--- src/inc/spi_wake_defs.svh ---
// Register offsets, field positions, reset values, widths and responses for the wake and activity block
`ifndef SPI_WAKE_DEFS_SVH
`define SPI_WAKE_DEFS_SVH

// Byte offsets on the register bus
`define OFS_WAKE_FLAGS    8'h28
`define OFS_WAKE_ENABLES  8'h2c
`define OFS_ACT_STATUS    8'h30
`define OFS_IRQ_STATUS    8'h34
`define OFS_IRQ_CLEAR     8'h38
`define OFS_IRQ_ENABLE    8'h3c

// Wake flag and enable field positions
`define WK_TX_THD         0
`define WK_TXQ_DRAINED    1
`define WK_RX_THD         2
`define WK_RX_FULL        3
`define WK_W              4

// Activity status field position
`define ACT_BUSY          0

// Interrupt status field positions
`define IRQ_ACT_START     0
`define IRQ_ACT_END       1
`define IRQ_WAKE_RISE     2
`define IRQ_W             3

// Reset values
`define WAKE_FLAGS_RST    4'h0
`define WAKE_EN_RST       4'h0
`define IRQ_EN_RST        3'h0
`define IRQ_STAT_RST      3'h0
// Transmit FIFO starts empty, so its drained condition is taken as already seen
`define COND_RST          4'h2

// FIFO geometry and link widths
`define FIFO_DEPTH        4'h8
`define CNT_W             4
`define TSEL_W            4
`define BITCNT_W          4

// AXI responses
`define RESP_OKAY         2'h0
`define RESP_SLVERR       2'h2

`endif

--- src/inc/spi_wake_pkg.sv ---
// Types shared by the wake and activity block
package spi_wake_pkg;

	typedef enum logic [2:0] {
		SEL_NONE  = 3'b000,
		SEL_FLAGS = 3'b001,
		SEL_EN    = 3'b010,
		SEL_STAT  = 3'b011,
		SEL_ISTAT = 3'b100,
		SEL_ICLR  = 3'b101,
		SEL_IEN   = 3'b110
	} reg_sel_t;

	typedef enum logic {
		ACT_IDLE = 1'b0,
		ACT_RUN  = 1'b1
	} act_state_t;

endpackage

--- src/inc/pin_evt_if.sv ---
// Sampled link pin events passed from the pin sampler to the main logic
`timescale 1ns/1ps
interface pin_evt_if;
	logic       sck_rise;
	logic       sck_fall;
	logic [3:0] tsel_lvl;

	modport src (
		output sck_rise,
		output sck_fall,
		output tsel_lvl
	);
	modport sink (
		input sck_rise,
		input sck_fall,
		input tsel_lvl
	);
endinterface

--- src/logic/pin_sampler.sv ---
// Two-stage synchronisers for the serial clock and target-select pins, edge finding for the serial clock only
`timescale 1ns/1ps
`include "spi_wake_defs.svh"
module pin_sampler (
	input  wire logic                clk,
	input  wire logic                rst,
	input  wire logic                sck_pin,
	input  wire logic [`TSEL_W-1:0]  tsel_n_pin,
	pin_evt_if.src                   evt
);

	localparam int PW = `TSEL_W + 1;

	wire  [PW-1:0] pins;
	logic [PW-1:0] meta_q;
	logic [PW-1:0] sync_q;
	logic          sck_hist_q;

	assign pins = {tsel_n_pin, sck_pin};

	////////////////////////////////////////////////////////////////////////////////
	// The first stage feeds only the second stage
	genvar g;
	generate
		for (g = 0; g < PW; g++) begin : g_sync
			always_ff @(posedge clk) begin
				if (rst) begin
					meta_q[g] <= (g == 0) ? 1'b0 : 1'b1;
					sync_q[g] <= (g == 0) ? 1'b0 : 1'b1;
				end else begin
					meta_q[g] <= pins[g];
					sync_q[g] <= meta_q[g];
				end
			end
		end
	endgenerate

	always_ff @(posedge clk) begin
		if (rst) begin
			sck_hist_q <= 1'b0;
		end else begin
			sck_hist_q <= sync_q[0];
		end
	end

	////////////////////////////////////////////////////////////////////////////////
	// Target selects are active low on the pins, active high inside
	assign evt.sck_rise = sync_q[0] & ~sck_hist_q;
	assign evt.sck_fall = ~sync_q[0] & sck_hist_q;
	assign evt.tsel_lvl = ~sync_q[PW-1:1];

endmodule

--- src/logic/spi_wake_top.sv ---
// Wake flags, wake enables, activity status and interrupt logic of a serial port, on AXI4-Lite
//
// Overview of operation
// RULE1: Flag bit 3 sets when receive FIFO fills
// RULE2: Flag bit 2 sets on receive threshold crossing
// RULE3: Flag bit 1 sets when transmit queue drains
// RULE4: Flag bit 0 sets on transmit threshold; W1C
// RULE5: Enable bit 3 gates receive-full wake event
// RULE6: Enable bit 2 gates receive-threshold wake event
// RULE7: Enable bits 1,0 gate transmit wake events
// RULE8: Busy bit 0 read-only, resets idle
// RULE9: Controller mode: busy sets at transaction start
// RULE10: Controller mode: busy clears after last character
// RULE11: Target mode: busy sets on target select
// RULE12: Target mode: busy clears on select release
// RULE13: Receive threshold holds above level, ends below
// RULE14: Transmit threshold raised below programmed level
// RULE15: Wake output is OR of enabled flags
// RULE16: Reserved bits read zero, ignore writes
//
// Design decision made here: register access over AXI4-Lite.
`timescale 1ns/1ps
`include "spi_wake_defs.svh"
module spi_wake_top (
	input  wire logic                 REF_CLK,
	input  wire logic                 RST,
	// AXI4-Lite slave
	input  wire logic [7:0]           S_AXI_AWADDR,
	input  wire logic                 S_AXI_AWVALID,
	output logic                      S_AXI_AWREADY,
	input  wire logic [31:0]          S_AXI_WDATA,
	input  wire logic [3:0]           S_AXI_WSTRB,
	input  wire logic                 S_AXI_WVALID,
	output logic                      S_AXI_WREADY,
	output logic [1:0]                S_AXI_BRESP,
	output logic                      S_AXI_BVALID,
	input  wire logic                 S_AXI_BREADY,
	input  wire logic [7:0]           S_AXI_ARADDR,
	input  wire logic                 S_AXI_ARVALID,
	output logic                      S_AXI_ARREADY,
	output logic [31:0]               S_AXI_RDATA,
	output logic [1:0]                S_AXI_RRESP,
	output logic                      S_AXI_RVALID,
	input  wire logic                 S_AXI_RREADY,
	// Port side, same clock
	input  wire logic [`CNT_W-1:0]    RX_FIFO_CNT,
	input  wire logic [`CNT_W-1:0]    TX_FIFO_CNT,
	input  wire logic [`CNT_W-1:0]    RX_LVL,
	input  wire logic [`CNT_W-1:0]    TX_LVL,
	input  wire logic                 CTRL_MODE,
	input  wire logic                 TXN_START,
	input  wire logic                 LAST_CHAR,
	input  wire logic [`BITCNT_W-1:0] CHAR_LEN_M1,
	input  wire logic [`TSEL_W-1:0]   TSEL_CFG,
	// Link pins, asynchronous
	input  wire logic                 SCK,
	input  wire logic [`TSEL_W-1:0]   TSEL_N,
	// Outputs
	output logic                      WAKE_REQ,
	output logic                      BUSY,
	output logic                      IRQ
);

	////////////////////////////////////////////////////////////////////////////////
	// Register decode, used for both the write and the read channel
	function automatic spi_wake_pkg::reg_sel_t reg_decode(input logic [7:0] a);
		logic [7:0] w;
		w = {2'h0, a[7:2]};
		if (w == `OFS_WAKE_FLAGS >> 2)
			reg_decode = spi_wake_pkg::SEL_FLAGS;
		else if (w == `OFS_WAKE_ENABLES >> 2)
			reg_decode = spi_wake_pkg::SEL_EN;
		else if (w == `OFS_ACT_STATUS >> 2)
			reg_decode = spi_wake_pkg::SEL_STAT;
		else if (w == `OFS_IRQ_STATUS >> 2)
			reg_decode = spi_wake_pkg::SEL_ISTAT;
		else if (w == `OFS_IRQ_CLEAR >> 2)
			reg_decode = spi_wake_pkg::SEL_ICLR;
		else if (w == `OFS_IRQ_ENABLE >> 2)
			reg_decode = spi_wake_pkg::SEL_IEN;
		else
			reg_decode = spi_wake_pkg::SEL_NONE;
	endfunction

	////////////////////////////////////////////////////////////////////////////////
	// Link pins
	pin_evt_if evt ();

	pin_sampler u_pins (
		.clk        (REF_CLK),
		.rst        (RST),
		.sck_pin    (SCK),
		.tsel_n_pin (TSEL_N),
		.evt        (evt.src)
	);

	////////////////////////////////////////////////////////////////////////////////
	// Declarations
	logic                      awready_q;
	logic                      wready_q;
	logic                      aw_full_q;
	logic                      w_full_q;
	logic [7:0]                awaddr_q;
	logic [31:0]               wdata_q;
	logic                      wstrb0_q;
	logic                      bvalid_q;
	logic [1:0]                bresp_q;
	logic                      arready_q;
	logic                      rvalid_q;
	logic [31:0]               rdata_q;
	logic [1:0]                rresp_q;

	logic [`WK_W-1:0]          flags_q;
	logic [`WK_W-1:0]          en_q;
	logic [`WK_W-1:0]          cond_q;
	logic                      wake_q;
	logic [`IRQ_W-1:0]         istat_q;
	logic [`IRQ_W-1:0]         ien_q;
	logic                      irq_q;
	spi_wake_pkg::act_state_t  act_q;
	spi_wake_pkg::act_state_t  act_d;
	logic [`BITCNT_W-1:0]      bitcnt_q;

	////////////////////////////////////////////////////////////////////////////////
	// Write channel: address and data may arrive in either order
	wire                       aw_fire;
	wire                       w_fire;
	wire                       wr_do;
	wire                       ar_fire;
	wire                       r_done;
	wire                       b_done;
	wire                       aw_full_d;
	wire                       w_full_d;
	spi_wake_pkg::reg_sel_t    wr_sel;
	spi_wake_pkg::reg_sel_t    rd_sel;
	wire                       wr_lane;

	assign aw_fire   = S_AXI_AWVALID & awready_q;
	assign w_fire    = S_AXI_WVALID & wready_q;
	assign wr_do     = aw_full_q & w_full_q & ~bvalid_q;
	assign b_done    = bvalid_q & S_AXI_BREADY;
	assign ar_fire   = S_AXI_ARVALID & arready_q;
	assign r_done    = rvalid_q & S_AXI_RREADY;
	assign aw_full_d = (aw_full_q | aw_fire) & ~wr_do;
	assign w_full_d  = (w_full_q | w_fire) & ~wr_do;
	assign wr_sel    = reg_decode(awaddr_q);
	assign rd_sel    = reg_decode(S_AXI_ARADDR);
	// Only the low byte holds fields; upper lanes reach reserved bits only
	assign wr_lane   = wr_do & wstrb0_q;

	always_ff @(posedge REF_CLK) begin
		if (RST) begin
			aw_full_q <= 1'b0;
			w_full_q  <= 1'b0;
			awready_q <= 1'b0;
			wready_q  <= 1'b0;
		end else begin
			aw_full_q <= aw_full_d;
			w_full_q  <= w_full_d;
			awready_q <= ~aw_full_d;
			wready_q  <= ~w_full_d;
		end
	end

	always_ff @(posedge REF_CLK) begin
		if (aw_fire) begin
			awaddr_q <= S_AXI_AWADDR;
		end
		if (w_fire) begin
			wdata_q  <= S_AXI_WDATA;
			wstrb0_q <= S_AXI_WSTRB[0];
		end
	end

	always_ff @(posedge REF_CLK) begin
		if (RST) begin
			bvalid_q <= 1'b0;
			bresp_q  <= `RESP_OKAY;
		end else if (wr_do) begin
			bvalid_q <= 1'b1;
			bresp_q  <= (wr_sel == spi_wake_pkg::SEL_NONE) ? `RESP_SLVERR : `RESP_OKAY;
		end else if (b_done) begin
			bvalid_q <= 1'b0;
		end
	end

	////////////////////////////////////////////////////////////////////////////////
	// Wake conditions
	wire                       rx_full_c;
	wire                       txq_drained_c;
	wire                       tx_thd_c;
	wire                       rx_thd_c;
	wire [`WK_W-1:0]           cond_d;
	wire [`WK_W-1:0]           cond_rise;
	wire [`WK_W-1:0]           flag_clr;
	wire [`WK_W-1:0]           flags_d;

	assign rx_full_c     = (RX_FIFO_CNT == `FIFO_DEPTH); // see RULE1
	assign txq_drained_c = (TX_FIFO_CNT == {`CNT_W{1'b0}}); // see RULE3
	assign tx_thd_c      = (TX_FIFO_CNT < TX_LVL); // see RULE14
	// Hysteresis: equal to the level keeps the previous state
	assign rx_thd_c      = (RX_FIFO_CNT > RX_LVL) ? 1'b1 :
	                       (RX_FIFO_CNT < RX_LVL) ? 1'b0 : cond_q[`WK_RX_THD]; // see RULE13

	assign cond_d = {rx_full_c, rx_thd_c, txq_drained_c, tx_thd_c};
	// A flag records the moment a condition starts, not its level
	assign cond_rise = cond_d & ~cond_q; // see RULE1 see RULE2 see RULE3 see RULE4

	// Writing 1 clears, 0 leaves alone, bits above 3 are dropped
	assign flag_clr = (wr_lane && wr_sel == spi_wake_pkg::SEL_FLAGS) ? wdata_q[`WK_W-1:0] :
	                  {`WK_W{1'b0}}; // see RULE4 see RULE16
	// An event in the clearing cycle is kept: set wins over clear
	assign flags_d  = (flags_q & ~flag_clr) | cond_rise; // see RULE1 see RULE2 see RULE3 see RULE4

	always_ff @(posedge REF_CLK) begin
		if (RST) begin
			cond_q  <= `COND_RST;
			flags_q <= `WAKE_FLAGS_RST;
		end else begin
			cond_q  <= cond_d;
			flags_q <= flags_d;
		end
	end

	////////////////////////////////////////////////////////////////////////////////
	// Wake enables and wake request
	wire                       wake_d;

	assign wake_d = |(flags_q & en_q); // see RULE5 see RULE6 see RULE7 see RULE15

	always_ff @(posedge REF_CLK) begin
		if (RST) begin
			en_q <= `WAKE_EN_RST;
		end else if (wr_lane && wr_sel == spi_wake_pkg::SEL_EN) begin
			en_q <= wdata_q[`WK_W-1:0]; // see RULE5 see RULE6 see RULE7 see RULE16
		end
	end

	always_ff @(posedge REF_CLK) begin
		if (RST) begin
			wake_q <= 1'b0;
		end else begin
			wake_q <= wake_d; // see RULE15
		end
	end

	////////////////////////////////////////////////////////////////////////////////
	// Activity tracking
	wire                       tsel_on;
	wire                       char_end;
	wire                       last_done;
	wire [`BITCNT_W-1:0]       bitcnt_d;

	assign tsel_on   = |(evt.tsel_lvl & TSEL_CFG);
	// Characters are counted on the sampled rising serial clock edge
	assign char_end  = evt.sck_rise && (bitcnt_q == CHAR_LEN_M1);
	assign last_done = CTRL_MODE && char_end && LAST_CHAR; // see RULE10
	assign bitcnt_d  = (act_q != spi_wake_pkg::ACT_RUN || !CTRL_MODE) ? {`BITCNT_W{1'b0}} :
	                   !evt.sck_rise ? bitcnt_q :
	                   char_end ? {`BITCNT_W{1'b0}} : bitcnt_q + {{(`BITCNT_W-1){1'b0}}, 1'b1};

	always_comb begin
		act_d = act_q;
		case (act_q)
			spi_wake_pkg::ACT_IDLE: begin
				if (CTRL_MODE ? TXN_START : tsel_on) begin
					act_d = spi_wake_pkg::ACT_RUN; // see RULE9 see RULE11
				end
			end
			spi_wake_pkg::ACT_RUN: begin
				if (CTRL_MODE ? last_done : !tsel_on) begin
					act_d = spi_wake_pkg::ACT_IDLE; // see RULE10 see RULE12
				end
			end
			default: begin
				act_d = spi_wake_pkg::ACT_IDLE;
			end
		endcase
	end

	always_ff @(posedge REF_CLK) begin
		if (RST) begin
			act_q    <= spi_wake_pkg::ACT_IDLE; // see RULE8
			bitcnt_q <= {`BITCNT_W{1'b0}};
		end else begin
			act_q    <= act_d;
			bitcnt_q <= bitcnt_d;
		end
	end

	////////////////////////////////////////////////////////////////////////////////
	// Interrupts: sticky status, write-only clear, enable
	wire [`IRQ_W-1:0]          irq_evt;
	wire [`IRQ_W-1:0]          irq_clr;
	wire [`IRQ_W-1:0]          istat_d;

	assign irq_evt = {wake_d & ~wake_q,
	                  act_q == spi_wake_pkg::ACT_RUN && act_d == spi_wake_pkg::ACT_IDLE,
	                  act_q == spi_wake_pkg::ACT_IDLE && act_d == spi_wake_pkg::ACT_RUN};
	assign irq_clr = (wr_lane && wr_sel == spi_wake_pkg::SEL_ICLR) ? wdata_q[`IRQ_W-1:0] :
	                 {`IRQ_W{1'b0}};
	assign istat_d = (istat_q & ~irq_clr) | irq_evt;

	always_ff @(posedge REF_CLK) begin
		if (RST) begin
			istat_q <= `IRQ_STAT_RST;
			ien_q   <= `IRQ_EN_RST;
			irq_q   <= 1'b0;
		end else begin
			istat_q <= istat_d;
			irq_q   <= |(istat_d & ien_q);
			if (wr_lane && wr_sel == spi_wake_pkg::SEL_IEN) begin
				ien_q <= wdata_q[`IRQ_W-1:0];
			end
		end
	end

	////////////////////////////////////////////////////////////////////////////////
	// Read channel: one read at a time, answered the cycle after address is taken
	wire [31:0]                rd_word;

	assign rd_word = (rd_sel == spi_wake_pkg::SEL_FLAGS) ? {28'h0000000, flags_q} : // see RULE16
	                 (rd_sel == spi_wake_pkg::SEL_EN)    ? {28'h0000000, en_q} :
	                 (rd_sel == spi_wake_pkg::SEL_STAT)  ? {31'h0, act_q == spi_wake_pkg::ACT_RUN} :
	                 (rd_sel == spi_wake_pkg::SEL_ISTAT) ? {29'h0, istat_q} :
	                 (rd_sel == spi_wake_pkg::SEL_IEN)   ? {29'h0, ien_q} :
	                 32'h00000000; // see RULE8

	always_ff @(posedge REF_CLK) begin
		if (RST) begin
			arready_q <= 1'b0;
			rvalid_q  <= 1'b0;
			rdata_q   <= 32'h00000000;
			rresp_q   <= `RESP_OKAY;
		end else if (ar_fire) begin
			arready_q <= 1'b0;
			rvalid_q  <= 1'b1;
			rdata_q   <= rd_word;
			rresp_q   <= (rd_sel == spi_wake_pkg::SEL_NONE) ? `RESP_SLVERR : `RESP_OKAY;
		end else if (r_done || !rvalid_q) begin
			arready_q <= 1'b1;
			rvalid_q  <= 1'b0;
		end
	end

	////////////////////////////////////////////////////////////////////////////////
	// Outputs, all straight from flip-flops
	assign S_AXI_AWREADY = awready_q;
	assign S_AXI_WREADY  = wready_q;
	assign S_AXI_BVALID  = bvalid_q;
	assign S_AXI_BRESP   = bresp_q;
	assign S_AXI_ARREADY = arready_q;
	assign S_AXI_RVALID  = rvalid_q;
	assign S_AXI_RDATA   = rdata_q;
	assign S_AXI_RRESP   = rresp_q;
	assign WAKE_REQ      = wake_q;
	assign BUSY          = act_q;
	assign IRQ           = irq_q;

endmodule

--- config.mk ---
export PLATFORM = sky130hd
export DESIGN_NAME = spi_wake_top
export DESIGN_NICKNAME = d
export VERILOG_FILES = /design/src/inc/spi_wake_pkg.sv /design/src/inc/pin_evt_if.sv /design/src/logic/pin_sampler.sv /design/src/logic/spi_wake_top.sv
export VERILOG_INCLUDE_DIRS = /design/src /design/src/inc
export SDC_FILE = /design/constraint.sdc
export NUM_CORES = 1
export LEC_CHECK = 0
export BUFFER_PORTS_ARGS = -buffer_cell sky130_fd_sc_hd__buf_4
export CORE_UTILIZATION = 50
export CTS_BUF_LIST = sky130_fd_sc_hd__clkbuf_16
export DETAILED_ROUTE_END_ITERATION = 16
export PLACE_DENSITY = 0.86
export SETUP_SLACK_MARGIN = 0.3
export SLEW_MARGIN = 30
export SYNTH_ARGS = -nofsm -noshare
export SYNTH_HDL_FRONTEND = slang
export SYNTH_SLANG_ARGS = --single-unit
--- constraint.sdc ---
create_clock -name REF_CLK -period 2.8 [get_ports REF_CLK]
set_clock_uncertainty 0.05 [all_clocks]
set_input_delay 0.28 -clock REF_CLK [delete_from_list [all_inputs] [get_ports REF_CLK]]
set_output_delay 0.28 -clock REF_CLK [all_outputs]
set_load 0.03 [all_outputs]
==> metrics.md <==
| Metric | Value |
|---|---|
| Outcome | `finished, final reports clean` |
| Crit path DAT | `approximately 1.9 ns` |
| CTS Buf Count | `9` |
| Largest net degree at the start of global routing | `43` |
| Cells after Synth | `290` |
| Tcrit/Tclk final | `0.618` |
| Fin Setup TNS | `0 ns` |
| Unrepaired setup endpoints after global routing | `false` |
| First-pass DRT Iterations | `4` |
| First-pass GRT wire length | `8860 um` |
| Final HPWL DP | `slightly below 4000 um` |
| Crit path from | `awaddr_q[7]` |
| Maximum vdd drop | `0.460 mV` |
| Die Y | `around 77 um` |
| # DRC | `0` |
| Place WS | `1.07 ns` |
| Routed Wire Length | `roughly 5300 um` |
| Final Max Tran Viols | `0` |
| Max Buffers Root-to-Sink | `2` |
| R2R setup slack | `1.07 ns` |
| Clk_lat worst skew | `0.33 ns` |
| Post-Synthesis Cell Area | `roughly 2800 um2` |
| Initial antenna violation count | `0` |
| Min-delay src | `S_AXI_WSTRB[0]` |
| FFs w/ async S/R, synth | `0` |
| Highest Clock Rate | `just under 0.6 GHz` |
| Overall power | `2240 uW` |
| Worst r2r path cells | `5` |
| CTS tree | `built` |
| Placed Area | `around 3300 um2` |
| Min Tclk post-route | `~1.7 ns` |
| Mean post-synth cell area | `just under 10 um2` |
| First DRT Iteration DRCs | `slightly below 100` |
| Hold Path Depth | `1` |
| Clock sinks | `60` |
| Hold_buf cts | `0` |
| Routed WL per cell | `12.2 um` |
| DIE WIDTH | `approximately 77 um` |
| Setup Crit Path Kind | `register to register` |
| Row cnt | `26` |
| Worst Hold Class | `input pin to register` |
| Yosys warnings | `0` |
| Register bit total from synthesis | `60` |
| Post-CTS Setup Inserts | `0` |
| GRT Total Usage | `0.193` |
| Vias per std cell | `around 5` |
| Area of the multi-input gates | `1300 um2` |
| PwrDens | `around 630 nW/um2` |
| Post-route setup slack | `between 1 and 1.5 ns` |
| Required time of the critical path | `2.95 ns` |
| Crit start category | `register` |
| Number of max-cap violations | `0` |
| Vias in the first global route | `between 2,000 and 2,500` |
| RR Startpoint | `awaddr_q[7]` |
| Fillers | `about 430` |
| Gr ovfl total | `0` |
| Final Core Density | `0.675` |
| Pleak | `0.00160 uW` |
| Cts repair resizes | `0` |
| Final setup vio count | `0` |
| Nets | `around 460` |
| Hold Crit Endpoint | `wstrb0_q` |
| Htree depth | `3` |
| Area grow syn2layout | `26.2%` |
| Register area share after synthesis | `0.466` |
| Worst R2R End | `en_q[2]` |
| Share of cells above drive strength 1 | `0.272` |
| Nature of the critical path endpoint | `register` |
| Synth cell types | `51` |
| Starting density of the core | `0.534` |
| CP max FO | `4` |
| Top FF cell, synth | `dfxtp_1` |
| Core ar. | `between 5000 and 6000 um2` |
| Die ar. | `about 5900 um2` |
| Design area | `roughly 3600 um2` |
| Total area of sequential cells | `around 1300 um2` |
| Antenna cells | `0` |
| Port bufs | `69` |
| Antenna viol nets, final | `0` |
| Final GP Congestion | `roughly 0.77` |
| Final hold vios | `0` |
| Root Buffer | `clkbuf_16` |
| Clk slew on worst S/H paths | `approximately 0.050 ns` |
| I/O Pins | `between 100 and 150` |
| Post-synth EDFFs | `11` |
| Vias | `between 2,000 and 2,500` |
[cells by family (layout without fill, tap and decap cells)]
group,count (synthesis),count (layout),synth area share
XOR/XNOR,6,6,0.0187
AO/OA/AOI/OAI,42,42,0.101
buffers and inverters,51,99,0.111
multiplexers,12,12,0.0426
other,1,30,0.00133
AND/OR/NAND/NOR,110,110,0.224
flip-flops,60,60,0.466
adder cells (fa/ha/maj),8,8,0.0355
[registers in the layout, summed over array words and instances, names as in the netlist, 3 cells and up]
| name | flops |
|---|---|
| bitcnt_q | 4 |
| en_q | 4 |
| istat_q | 3 |
| wdata_q | 4 |
| ien_q | 3 |
| cond_q | 4 |
| u_pins.meta_q | 5 |
| awaddr_q | 6 |
| u_pins.sync_q | 5 |
| S_AXI_RDATA | 4 |
| flags_q | 4 |
[cell usage after synthesis, drive strengths merged, types with 4 or more instances]
master / count / area, um2
nor2b: 11 / 68.8
buf: 33 / 245
inv: 14 / 52.6
or2: 10 / 62.6
ha: 8 / 100
mux2i: 12 / 120
nor3: 11 / 65.1
nand4: 5 / 31.3
dfxtp: 49 / 981
clkbuf: 4 / 15.0
a21oi: 15 / 75.1
edfxtp: 11 / 330
o21ai: 5 / 25.0
nor2: 22 / 82.6
nand2: 22 / 82.6
nand2b: 7 / 43.8
nand3: 4 / 20.0
[worst max-delay path, cell delays in order, from the launching register on]
cell and delay [ns]:
edfxtp_1 0.35, or3b_4 0.45, nor3_2 0.15, and3b_1 0.32, mux2i_1 0.23, nor2_1 0.05
[placed cells by master (no fill, tap or decap), types with 3 or more instances in the layout]
cell type / instances
a21oi_1: 15
a311oi_1: 3
and3_1: 3
buf_4: 69
clkbuf_16: 9
conb_1: 30
dfxtp_1: 49
edfxtp_1: 11
ha_1: 8
inv_1: 15
mux2i_1: 12
nand2_1: 22
nand2b_1: 7
nand3_1: 4
nand4_1: 5
nor2_1: 22
nor2b_1: 11
nor3_1: 9
o21ai_0: 5
or2_2: 10
xnor2_1: 3
xor2_1: 3
[worst max-delay path by stage]
stage,end,cells after the start
2_1_floorplan,en_q[0],6
3_3_place_gp,en_q[0],5
3_5_place_dp,en_q[2],5
4_1_cts,en_q[2],5
5_1_grt,en_q[0],5
6_report,en_q[2],5
[power breakdown]
group          leakage [uW]  total, uW  switching (uW)  internal (uW)
clock              0.000141       1040             363            674
sequential         0.000503        946            25.0            921
combinational      0.000960        258             149            108
[layout make-up]
type,count,share of cell area
clock buffers,9,0.0634
clock inverters,7,0.0165
flip-flops and latches,60,0.369
multi-input cells,208,0.366
well taps,70,0.0246
repair buffers,69,0.146
inverters,14,0.0148
[metrics by stage]
| stage | hold slack (ns) | instances |
|---|---|---|
| 2_1_floorplan | 0.329 | 319 |
| 3_3_place_gp | 0.342 | 421 |
| 3_5_place_dp | 0.344 | 421 |
| 4_1_cts | 0.0694 | 437 |
| 5_1_grt | 0.0705 | 437 |
| 6_report | 0.0780 | 437 |
[metal layers]
metal	GRT usage	routed length, um	up-vias
met2	0.321	2590	101
met3	0.0726	395	11
met1	0.217	2240	999
met5	0	0	-
met4	0.0943	104	0
li1	-	-	1091
Power figures use the tool's default switching activity.
